==> config.mk <==
export PLATFORM = sky130hd
export DESIGN_NAME = osrc_session_request
export DESIGN_NICKNAME = d
export VERILOG_FILES = /design/src/rtl/osrc_pkg.sv /design/src/rtl/osrc_session_request.sv
export VERILOG_INCLUDE_DIRS = /design/src /design/src/rtl
export SDC_FILE = /design/constraint.sdc
export NUM_CORES = 1
export LEC_CHECK = 0
export BUFFER_PORTS_ARGS = -buffer_cell sky130_fd_sc_hd__buf_4
export CAP_MARGIN = 20
export CORE_UTILIZATION = 46
export CTS_BUF_LIST = sky130_fd_sc_hd__clkbuf_4
export DETAILED_ROUTE_END_ITERATION = 6
export PLACE_DENSITY = 0.88
export SYNTH_ARGS = -nofsm -noshare
export SYNTH_HDL_FRONTEND = slang
export SYNTH_SLANG_ARGS = --single-unit
==> constraint.sdc <==
create_clock -name clk_sys -period 3 [get_ports clk_sys]
set_input_delay 0.45 -clock clk_sys [delete_from_list [all_inputs] [get_ports clk_sys]]
set_output_delay 0.45 -clock clk_sys [all_outputs]
set_load 0.02 [all_outputs]
==> src/rtl/osrc_defines.svh <==
`ifndef OSRC_DEFINES_SVH
`define OSRC_DEFINES_SVH

// Register byte addresses (session control index 0x12 is not a multiple of four)
`define OSRC_IDX_SESSION_CTRL 6'h12
`define OSRC_ADDR_SESSION_CTRL 8'h48
`define OSRC_ADDR_MODE 8'h4C
`define OSRC_ADDR_IRQ_STATUS 8'h50
`define OSRC_ADDR_IRQ_MASK 8'h54

// Session control field positions
`define OSRC_BIT_DUAL_ROLE 0
`define OSRC_BIT_VBUS_PULSE 1
`define OSRC_BIT_DISCHARGE 2
`define OSRC_BIT_INIT_VIOL 3
`define OSRC_BIT_SESS_VALID 4
`define OSRC_BIT_DATA_PULSE 5

// Mode register field position
`define OSRC_BIT_PULLUP 0

// Interrupt status layout
`define OSRC_IRQ_SESS_VALID 0
`define OSRC_IRQ_INIT_VIOL 1
`define OSRC_IRQ_VBUS_SENSE 2
`define OSRC_IRQ_WIDTH 3

// Reset values
`define OSRC_CTRL_RESET 4'h0
`define OSRC_MASK_RESET 3'h0

// VBUS pulse window, time in ms and its cycle count at 40 MHz
`define OSRC_CLK_HZ 40000000
`define OSRC_VBUS_PULSE_MIN_MS 16
`define OSRC_VBUS_PULSE_MIN_CYC ((`OSRC_VBUS_PULSE_MIN_MS * `OSRC_CLK_HZ + 999) / 1000)
`define OSRC_VBUS_PULSE_MAX_MS 26
`define OSRC_VBUS_PULSE_MAX_CYC ((`OSRC_VBUS_PULSE_MAX_MS * `OSRC_CLK_HZ) / 1000)

`endif

==> src/rtl/osrc_pkg.sv <==
package osrc_pkg;

   // Avalon-MM request from the master
   typedef struct packed {
      logic [7:0] address;
      logic read;
      logic write;
      logic [31:0] writedata;
   } osrc_avmm_req_type;

   // Avalon-MM answer to the master
   typedef struct packed {
      logic [31:0] readdata;
      logic waitrequest;
   } osrc_avmm_rsp_type;

   // Analog comparator inputs from the transceiver
   typedef struct packed {
      logic vbus_above_session_valid;
      logic vbus_below_0v8;
      logic lines_at_se0;
      logic vbus_sense_event;
   } osrc_analog_type;

   // Drive controls toward the transceiver
   typedef struct packed {
      logic data_line_pulse;
      logic vbus_pulse;
      logic vbus_discharge;
      logic bus_pullup_connect;
      logic vbus_sense_enable;
   } osrc_drive_type;

   typedef enum logic [1:0] {
      OSRC_BUS_IDLE = 2'b00,
      OSRC_BUS_ACK = 2'b01
   } osrc_bus_state_type;

   // Whole block state
   typedef struct packed {
      osrc_bus_state_type bus_state;
      logic [31:0] readdata;
      logic dual_role_enable;
      logic vbus_pulse;
      logic vbus_discharge;
      logic data_line_pulse;
      logic b_session_valid_latch;
      logic initial_condition_violation;
      logic bus_pullup_connect;
      logic [2:0] irq_status;
      logic [2:0] irq_mask;
      logic [25:0] pulse_count;
      logic pulse_too_short;
      logic pulse_too_long;
   } osrc_state_type;

endpackage

==> src/rtl/osrc_session_request.sv <==
// The Avalon-MM interface to the registers was left to the implementer.
`timescale 1ns/1ps
`include "osrc_defines.svh"
module osrc_session_request (
   input wire logic clk_sys,
   input wire logic reset,
   input wire osrc_pkg::osrc_avmm_req_type avmm_req,
   output osrc_pkg::osrc_avmm_rsp_type avmm_rsp,
   input wire osrc_pkg::osrc_analog_type analog_in,
   output osrc_pkg::osrc_drive_type drive_out,
   output logic irq
);
   import osrc_pkg::*;

   localparam logic [25:0] PULSE_MIN_CYC = 26'(`OSRC_VBUS_PULSE_MIN_CYC);
   localparam logic [25:0] PULSE_MAX_CYC = 26'(`OSRC_VBUS_PULSE_MAX_CYC);

   osrc_state_type state_reg;
   osrc_state_type state_next;

   ////////////////////////////////////////////////////////////////////////
   // Register read image

   // Session control byte; status bits read zero while dual-role is off
   function automatic logic [7:0] ctrl_image(input osrc_state_type s);
      logic [7:0] v;
      v = 8'h00;
      v[`OSRC_BIT_DUAL_ROLE] = s.dual_role_enable;
      v[`OSRC_BIT_VBUS_PULSE] = s.vbus_pulse;
      v[`OSRC_BIT_DISCHARGE] = s.vbus_discharge;
      v[`OSRC_BIT_DATA_PULSE] = s.data_line_pulse;
      v[`OSRC_BIT_INIT_VIOL] = s.dual_role_enable & s.initial_condition_violation;
      v[`OSRC_BIT_SESS_VALID] = s.dual_role_enable & s.b_session_valid_latch;
      return v;
   endfunction

   // Byte address decode shared by read and write paths
   function automatic logic addr_hit(input logic [7:0] a, input logic [7:0] target);
      return a == target;
   endfunction

   ////////////////////////////////////////////////////////////////////////
   // Next-state logic

   // Bus slave, session latches, pulse timer and interrupt status
   always_comb begin
      logic wr;
      logic rd;
      logic [31:0] wd;
      logic [2:0] events;
      wr = 1'b0;
      rd = 1'b0;
      wd = avmm_req.writedata;
      events = 3'h0;
      state_next = state_reg;

      // One wait cycle, then acknowledge; commit only on the ack cycle
      unique case (state_reg.bus_state)
         OSRC_BUS_IDLE: begin
            if (avmm_req.read || avmm_req.write) begin
               state_next.bus_state = OSRC_BUS_ACK;
            end
         end
         OSRC_BUS_ACK: begin
            state_next.bus_state = OSRC_BUS_IDLE;
            wr = avmm_req.write;
            rd = avmm_req.read;
         end
         default: begin
            state_next.bus_state = OSRC_BUS_IDLE;
         end
      endcase

      // Read data built in the wait cycle so it stands at the ack edge
      if (state_reg.bus_state == OSRC_BUS_IDLE && avmm_req.read) begin
         state_next.readdata = 32'h0000_0000;
         if (addr_hit(avmm_req.address, `OSRC_ADDR_SESSION_CTRL)) begin
            state_next.readdata[7:0] = ctrl_image(state_reg);
         end else if (addr_hit(avmm_req.address, `OSRC_ADDR_MODE)) begin
            state_next.readdata[`OSRC_BIT_PULLUP] = state_reg.bus_pullup_connect;
         end else if (addr_hit(avmm_req.address, `OSRC_ADDR_IRQ_STATUS)) begin
            state_next.readdata[2:0] = state_reg.irq_status;
         end else if (addr_hit(avmm_req.address, `OSRC_ADDR_IRQ_MASK)) begin
            state_next.readdata[2:0] = state_reg.irq_mask;
         end
      end

      // Control bit writes; reserved bits 7:6 simply dropped
      if (wr && addr_hit(avmm_req.address, `OSRC_ADDR_SESSION_CTRL)) begin
         state_next.dual_role_enable = wd[`OSRC_BIT_DUAL_ROLE];
         state_next.vbus_pulse = wd[`OSRC_BIT_VBUS_PULSE];
         state_next.vbus_discharge = wd[`OSRC_BIT_DISCHARGE];
         state_next.data_line_pulse = wd[`OSRC_BIT_DATA_PULSE];
         if (wd[`OSRC_BIT_SESS_VALID]) begin
            state_next.b_session_valid_latch = 1'b0;
         end
         if (wd[`OSRC_BIT_INIT_VIOL]) begin
            state_next.initial_condition_violation = 1'b0;
         end
      end
      if (wr && addr_hit(avmm_req.address, `OSRC_ADDR_MODE)) begin
         state_next.bus_pullup_connect = wd[`OSRC_BIT_PULLUP];
      end
      if (wr && addr_hit(avmm_req.address, `OSRC_ADDR_IRQ_MASK)) begin
         state_next.irq_mask = wd[2:0];
      end

      // Hardware set wins over a clear in the same cycle
      if (analog_in.vbus_above_session_valid) begin
         state_next.b_session_valid_latch = 1'b1;
      end
      if (!analog_in.vbus_below_0v8 || !analog_in.lines_at_se0) begin
         state_next.initial_condition_violation = 1'b1;
      end

      // VBUS pulse length monitor, diagnostic only
      if (state_reg.dual_role_enable && state_reg.vbus_pulse) begin
         if (state_reg.pulse_count != PULSE_MAX_CYC + 26'd1) begin
            state_next.pulse_count = state_reg.pulse_count + 26'd1;
         end
         if (state_reg.pulse_count == PULSE_MAX_CYC) begin
            state_next.pulse_too_long = 1'b1;
         end
      end else begin
         state_next.pulse_count = 26'd0;
      end
      if (state_reg.vbus_pulse && !state_next.vbus_pulse) begin
         state_next.pulse_too_short = state_reg.pulse_count < PULSE_MIN_CYC;
         state_next.pulse_too_long = 1'b0;
      end

      // Events: session-valid and violation rise, plus VBUS sensing
      events[`OSRC_IRQ_SESS_VALID] = state_next.b_session_valid_latch
         & ~state_reg.b_session_valid_latch & state_reg.dual_role_enable;
      events[`OSRC_IRQ_INIT_VIOL] = state_next.initial_condition_violation
         & ~state_reg.initial_condition_violation & state_reg.dual_role_enable;
      events[`OSRC_IRQ_VBUS_SENSE] = analog_in.vbus_sense_event;

      // Read of status clears it; a new event in that cycle survives
      if (rd && addr_hit(avmm_req.address, `OSRC_ADDR_IRQ_STATUS)) begin
         state_next.irq_status = 3'h0;
      end
      state_next.irq_status = state_next.irq_status | events;
   end

   ////////////////////////////////////////////////////////////////////////
   // State register

   // Asynchronous reset to constants only
   always_ff @(posedge clk_sys or posedge reset) begin
      if (reset) begin
         state_reg <= '0;
         state_reg.bus_state <= OSRC_BUS_IDLE;
      end else begin
         state_reg <= state_next;
      end
   end

   ////////////////////////////////////////////////////////////////////////
   // Outputs

   // Waitrequest drops only in the acknowledge cycle
   assign avmm_rsp.waitrequest = !(state_reg.bus_state == OSRC_BUS_ACK);
   assign avmm_rsp.readdata = state_reg.readdata;

   // Pulse and discharge drives masked unless dual-role is on; pull-up not masked
   assign drive_out.data_line_pulse = state_reg.dual_role_enable & state_reg.data_line_pulse;
   assign drive_out.vbus_pulse = state_reg.dual_role_enable & state_reg.vbus_pulse;
   assign drive_out.vbus_discharge = state_reg.dual_role_enable & state_reg.vbus_discharge;
   assign drive_out.vbus_sense_enable = !state_reg.dual_role_enable;
   assign drive_out.bus_pullup_connect = state_reg.bus_pullup_connect;

   // Level interrupt from any unmasked sticky bit
   assign irq = |(state_reg.irq_status & state_reg.irq_mask);

endmodule

==> results of run 1 <==
-- logic make-up (layout without fill, tap and decap cells) --
group,count (synthesis),count (layout),synth area share
buffers and inverters,44,44,0.2358
AND/OR/NAND/NOR,36,36,0.1683
flip-flops,20,20,0.3914
AO/OA/AOI/OAI,16,16,0.09492
multiplexers,11,11,0.1067
other,1,26,0.002933
-- final cells by class --
cell class	count	area share
Multi-Input combinational cell	89	0.4039
Sequential cell	20	0.3543
Timing Repair Buffer	34	0.1807
Tap cell	30	0.02657
Clock buffer	3	0.01594
Inverter	6	0.01594
Clock inverter	1	0.002657
-- cells in the mapped netlist, drive strengths merged --
cell    count  area share
and2        3       0.015
nor2b       2      0.0098
a222oi      1      0.0078
dfrtp      20        0.39
buf        35        0.21
nor3b       1      0.0059
a22oi       1      0.0059
o21ai       4       0.016
or3         1      0.0088
o22ai       1      0.0049
nor2        6       0.018
o41ai       1      0.0069
a32o        2       0.016
nand2       9       0.026
conb        1      0.0029
a22o        2       0.014
a32oi       1      0.0069
or3b        1      0.0088
nor3        1       0.013
nand4       3       0.015
a21o        3       0.018
nand3       5       0.029
inv         6       0.018
clkbuf      3      0.0098
nor4        2      0.0098
nand2b      2      0.0098
mux2i       2       0.016
mux2        9       0.091
-- final timing paths --
kind,startpoint,end,slack [ns]
min in group clk_sys,analog_in[0],state_reg[33],0.33
worst max register to register,state_reg[73],avmm_rsp[2],1.52
max in group asynchronous,reset,state_reg[31],2.26
worst min register to register,avmm_rsp[5],avmm_rsp[5],0.49
worst max-delay path,state_reg[32],irq,1.21
worst min-delay path,reset,avmm_rsp[3],0.27
-- through the flow --
| stage | hold slack, ns | worst slack, ns |
|---|---|---|
| 4_1_cts | 0.2997 | 1.210 |
| 5_1_grt | 0.3143 | 1.168 |
| 2_1_floorplan | 0.4138 | 1.241 |
| 6_report | 0.2705 | 1.211 |
| 3_5_place_dp | 0.4813 | 1.033 |
| 3_3_place_gp | 0.4697 | 1.067 |
-- power groups by stage --
stage          logic [mW]  registers, mW  clock network [mW]
2_1_floorplan      0.0924          0.281                   0
3_3_place_gp       0.0894          0.286                   0
3_5_place_dp       0.0918          0.286                   0
4_1_cts            0.0920          0.281               0.130
5_1_grt             0.102          0.282               0.145
6_report           0.0923          0.281               0.126
-- cells in the final DEF, fill, tap and decap left out, types with 3 or more instances in the layout --
cell,instances
mux2_4,4
inv_1,6
conb_1,26
clkbuf_4,3
nor2_1,6
dfrtp_1,20
mux2_2,5
nand4_1,3
a21o_1,3
nand2_1,9
buf_4,34
and2_1,3
o21ai_0,4
nand3_1,4
-- layer usage --
layer	wire [um]	part of all wire
met5	0	0
met4	34	0.014
met3	227	0.096
met2	1126	0.48
met1	982	0.41
==> results.tsv, run 1 <==
metric	value	unit
outcome	finished clean	
p_seq_frac	0.562	
slowest_delay	0.42	ns
core	0.002545	mm^2
busiest_layer	met2	
cts.hold.buffers_added	0	
cap_violations	0	
place_hpwl	1.915	mm
fill_cells	210	
irDropWorstVdd	0.0002373	V
worst-path-stages	3	
p_switching	145.7	uW
min_period_over_period	0.5965	
min_period	1.789	ns
nets	202	
clock.fmax	0.5588	GHz
setup_tns	0	ns
design_area	0.001413	mm^2
drtAntennaViolNets	0	
switching_share	0.2917	
cp_max_fo	3	
post-route-util	0.5551	
wl	2.370	mm
p_clk_frac	0.253	
cts_buffer_depth	2	
p_int	353.9	uW
die_y	54.73	um
port_buffers	34	
boundaryPins	87	
ys_ff_latch	20	
dp_cells	179	
layoutNonFillerInstCount	183	
seq_area	500.5	um^2
placed_cell_area	0.001386	mm^2
worstPathArrival	1.34	ns
tightest_slew	0.7391	ns
cts_repair_resize_count	0	
gp_congestion	0.8759	
grt_overflow_total	0	
yosys_warnings	0	
grt_pass1_vias	801	
hold_violations	0	
htree_levels	1	
drc	0	
hp-class	input port to async pin	
cts_tree	done	
grt_use_total	0.1822	
p_leak	0.7273	nW
drive_gt1_frac	0.3268	
use_met2	0.2912	
cts_setup_buffers	0	
rsz0062_at_grt	no	
crit_family	flip-flops	
grt_max_degree	21	
vias	929	
cp.required	2.55	ns
met3_usage	0.04444	
largest_register_ff_count	13	
clock_sinks	20	
critPathCaptureType	output pin	
synth_area	0.001279	mm^2
multiInputGateArea	570.5	um^2
routedWlPerCell	12.95	um
synth.avg_cell_area	9.990	um^2
slew_headroom	0.5067	
std_cell_rows	18	
clkTransAtPathRegs	0.11	ns
final-max-slew-violation-count	0	
finalSetupViolations	0	
reg2reg_depth	4	
cts_buffers	3	
drt_iter0_drc	23	
synth_cell_types	32	
viasPerCell	5.077	
power.total	499.6	uW
crit_chain	a222oi_1, inv_1, buf_4	
insertedDiodeCount	0	
antenna_found_initial	0	
cp-start-kind	flip-flop	
grt_pass1_wl	3.788	mm
finalClockSkew	0.009255	ns
synth_seq_area_share	0.3914	
dieArea	0.002995	mm^2
clkLatencyLatePin	0.29	ns
synth_cells	128	
die_w	54.73	um
p_per_area	353.7	mW/mm^2
p_comb_frac	0.185	
area_growth	10.47	%
critical_path_class	flip-flop to output pin	
met1_usage	0.2422	
drt-pass1-iter-count	4	
crit_buf_inv	2	
start_util	0.5025	
cpMaxStageDelayCell	dfrtp_1	
cts_root_buffer	clkbuf_4	
No activity file was read; power rests on OpenSTA's default activity.
==> run 2: changes to the inputs <==
--- a/config.mk
+++ b/config.mk
@@ -8,10 +8,10 @@
 export LEC_CHECK = 0
 export BUFFER_PORTS_ARGS = -buffer_cell sky130_fd_sc_hd__buf_4
 export CAP_MARGIN = 20
-export CORE_UTILIZATION = 46
+export CORE_UTILIZATION = 43
 export CTS_BUF_LIST = sky130_fd_sc_hd__clkbuf_4
 export DETAILED_ROUTE_END_ITERATION = 6
-export PLACE_DENSITY = 0.88
+export PLACE_DENSITY = 0.83
 export SYNTH_ARGS = -nofsm -noshare
 export SYNTH_HDL_FRONTEND = slang
 export SYNTH_SLANG_ARGS = --single-unit
==> constraint.sdc (replaced) <==
create_clock -name clk_sys -period 1.8 [get_ports clk_sys]
set_input_delay 0.27 -clock clk_sys [delete_from_list [all_inputs] [get_ports clk_sys]]
set_output_delay 0.27 -clock clk_sys [all_outputs]
set_load 0.02 [all_outputs]
==> results.tsv, run 2 (synthesis results as in run 1) <==
metric	value	unit	change
most-common-layout-cells	buf_4 (37), conb_1 (26), dfrtp_1 (20)		was buf_4 (34), conb_1 (26), dfrtp_1 (20)
finalSetupViolations	0		unchanged
drt_iter0_drc	38		was 23
die_y	56.53	um	was 54.73 um
insertedDiodeCount	0		unchanged
place_hpwl	2.109	mm	was 1.915 mm
nets	205		was 202
cap_violations	0		unchanged
grt_max_degree	21		unchanged
placed_cell_area	0.001410	mm^2	was 0.001386 mm^2
port_buffers	34		unchanged
busiest_layer	met2		unchanged
fill_cells	267		was 210
setup_tns	0	ns	unchanged
clock_sinks	20		unchanged
met1_usage	0.2089		was 0.2422
cts_repair_resize_count	0		unchanged
core	0.002781	mm^2	was 0.002545 mm^2
grt_pass1_vias	908		was 801
grt_use_total	0.1685		was 0.1822
cp.required	1.53	ns	was 2.55 ns
r2r_slack	0.33	ns	was 1.52 ns
clkLatencyLatePin	0.30	ns	was 0.29 ns
cp-start-kind	flip-flop		unchanged
cts_setup_buffers	0		unchanged
min_period	1.581	ns	
drt-pass1-iter-count	4		unchanged
layoutNonFillerInstCount	187		was 183
routedWlPerCell	13.67	um	was 12.95 um
hp-class	input port to async pin		unchanged
use_met2	0.2908		was 0.2912
viasPerCell	4.877		was 5.077
final_common_cell	buf_4		unchanged
dp_cells	183		was 179
startpoint	state_reg[32]		unchanged
clkTransAtPathRegs	0.12	ns	was 0.11 ns
vias	912		was 929
tightest_slew	0.7578	ns	was 0.7391 ns
r2r_start	state_reg[73]		unchanged
cts_buffers	3		unchanged
cts_tree	done		unchanged
grt_overflow_total	0		unchanged
gp_congestion	0.9041		was 0.8759
slew_headroom	0.4943		was 0.5067
grt_pass1_wl	4.160	mm	was 3.788 mm
final-max-slew-violation-count	0		unchanged
clock.fmax	0.6324	GHz	
drive_gt1_frac	0.3397		was 0.3268
drc	0		unchanged
outcome	finished clean		unchanged
design_area	0.001436	mm^2	was 0.001413 mm^2
finalClockSkew	0.004338	ns	was 0.009255 ns
min_period_over_period	0.8784		
worstPathArrival	1.31	ns	was 1.34 ns
rsz0062_at_grt	no		unchanged
htree_levels	1		unchanged
boundaryPins	87		unchanged
reg2reg_depth	3		was 4
hold_violations	0		unchanged
std_cell_rows	19		was 18
p_leak	0.7426	nW	was 0.7273 nW
largest_register_ff_count	13		unchanged
met3_usage	0.02074		was 0.04444
drtAntennaViolNets	0		unchanged
irDropWorstVdd	0.0003575	V	was 0.0002373 V
critical_path_class	flip-flop to output pin		unchanged
fin_hold_ws	0.08974	ns	was 0.2705 ns
worstReg2RegEnd	state_reg[28]		was avmm_rsp[2]
cp_max_fo	3		unchanged
antenna_found_initial	0		unchanged
p_per_area	595.0	mW/mm^2	was 353.7 mW/mm^2
cts.hold.buffers_added	0		unchanged
wl	2.556	mm	was 2.370 mm
cts_buffer_depth	2		unchanged
die_w	56.53	um	was 54.73 um
cts_root_buffer	clkbuf_4		unchanged
dieArea	0.003196	mm^2	was 0.002995 mm^2
critPathCaptureType	output pin		unchanged
start_util	0.4597		was 0.5025
area_growth	12.33	%	was 10.47%
## run 2: cell types whose count changed in the layout (fill, tap and decap cells not counted)
| cell | delta |
|---|---|
| buf_4 | +3 |
## run 2: cell type report
type                       instances  area, um^2  area share
tap                               31       38.79     0.02700
multi-input combinational         89       570.5      0.3972
inverter                           6       22.52     0.01568
clock buffer                       3       22.52     0.01568
clock inverter                     1       3.754    0.002613
timing repair buffer              37       277.8      0.1934
sequential                        20       500.5      0.3484
## run 2: how the worst max path moves through the flow
stage                     to  slack [ns]
2_1_floorplan  state_reg[37]        0.22
3_3_place_gp   state_reg[40]        0.15
3_5_place_dp   state_reg[38]        0.13
4_1_cts                  irq        0.20
5_1_grt                  irq        0.11
6_report                 irq        0.22
## run 2: power breakdown
part	internal (mW)	switching, mW	leakage [nW]
registers	0.457	0.0116	0.261
logic	0.0563	0.102	0.466
clock network	0.0808	0.147	0.0154
## run 2: metrics by stage
step	setup WS (ns)	utilization	power, mW
2_1_floorplan	0.2211	-	0.6220
3_3_place_gp	0.1486	0.5070	0.6307
3_5_place_dp	0.1264	0.5070	0.6354
4_1_cts	0.2022	0.5164	0.8578
5_1_grt	0.1086	0.5164	0.8953
6_report	0.2188	0.5164	0.8547
## run 2: worst max-delay path: stages, from the launching register on
cell,delay (ns)
dfrtp_1,0.43
a222oi_1,0.35
inv_1,0.07
buf_4,0.16
## run 2: per-layer routing
| metal | part of all wire | routed length (um) |
|---|---|---|
| met1 | 0.40 | 1033 |
| met2 | 0.53 | 1349 |
| met3 | 0.054 | 137 |
| met4 | 0.014 | 36 |
| met5 | 0 | 0 |
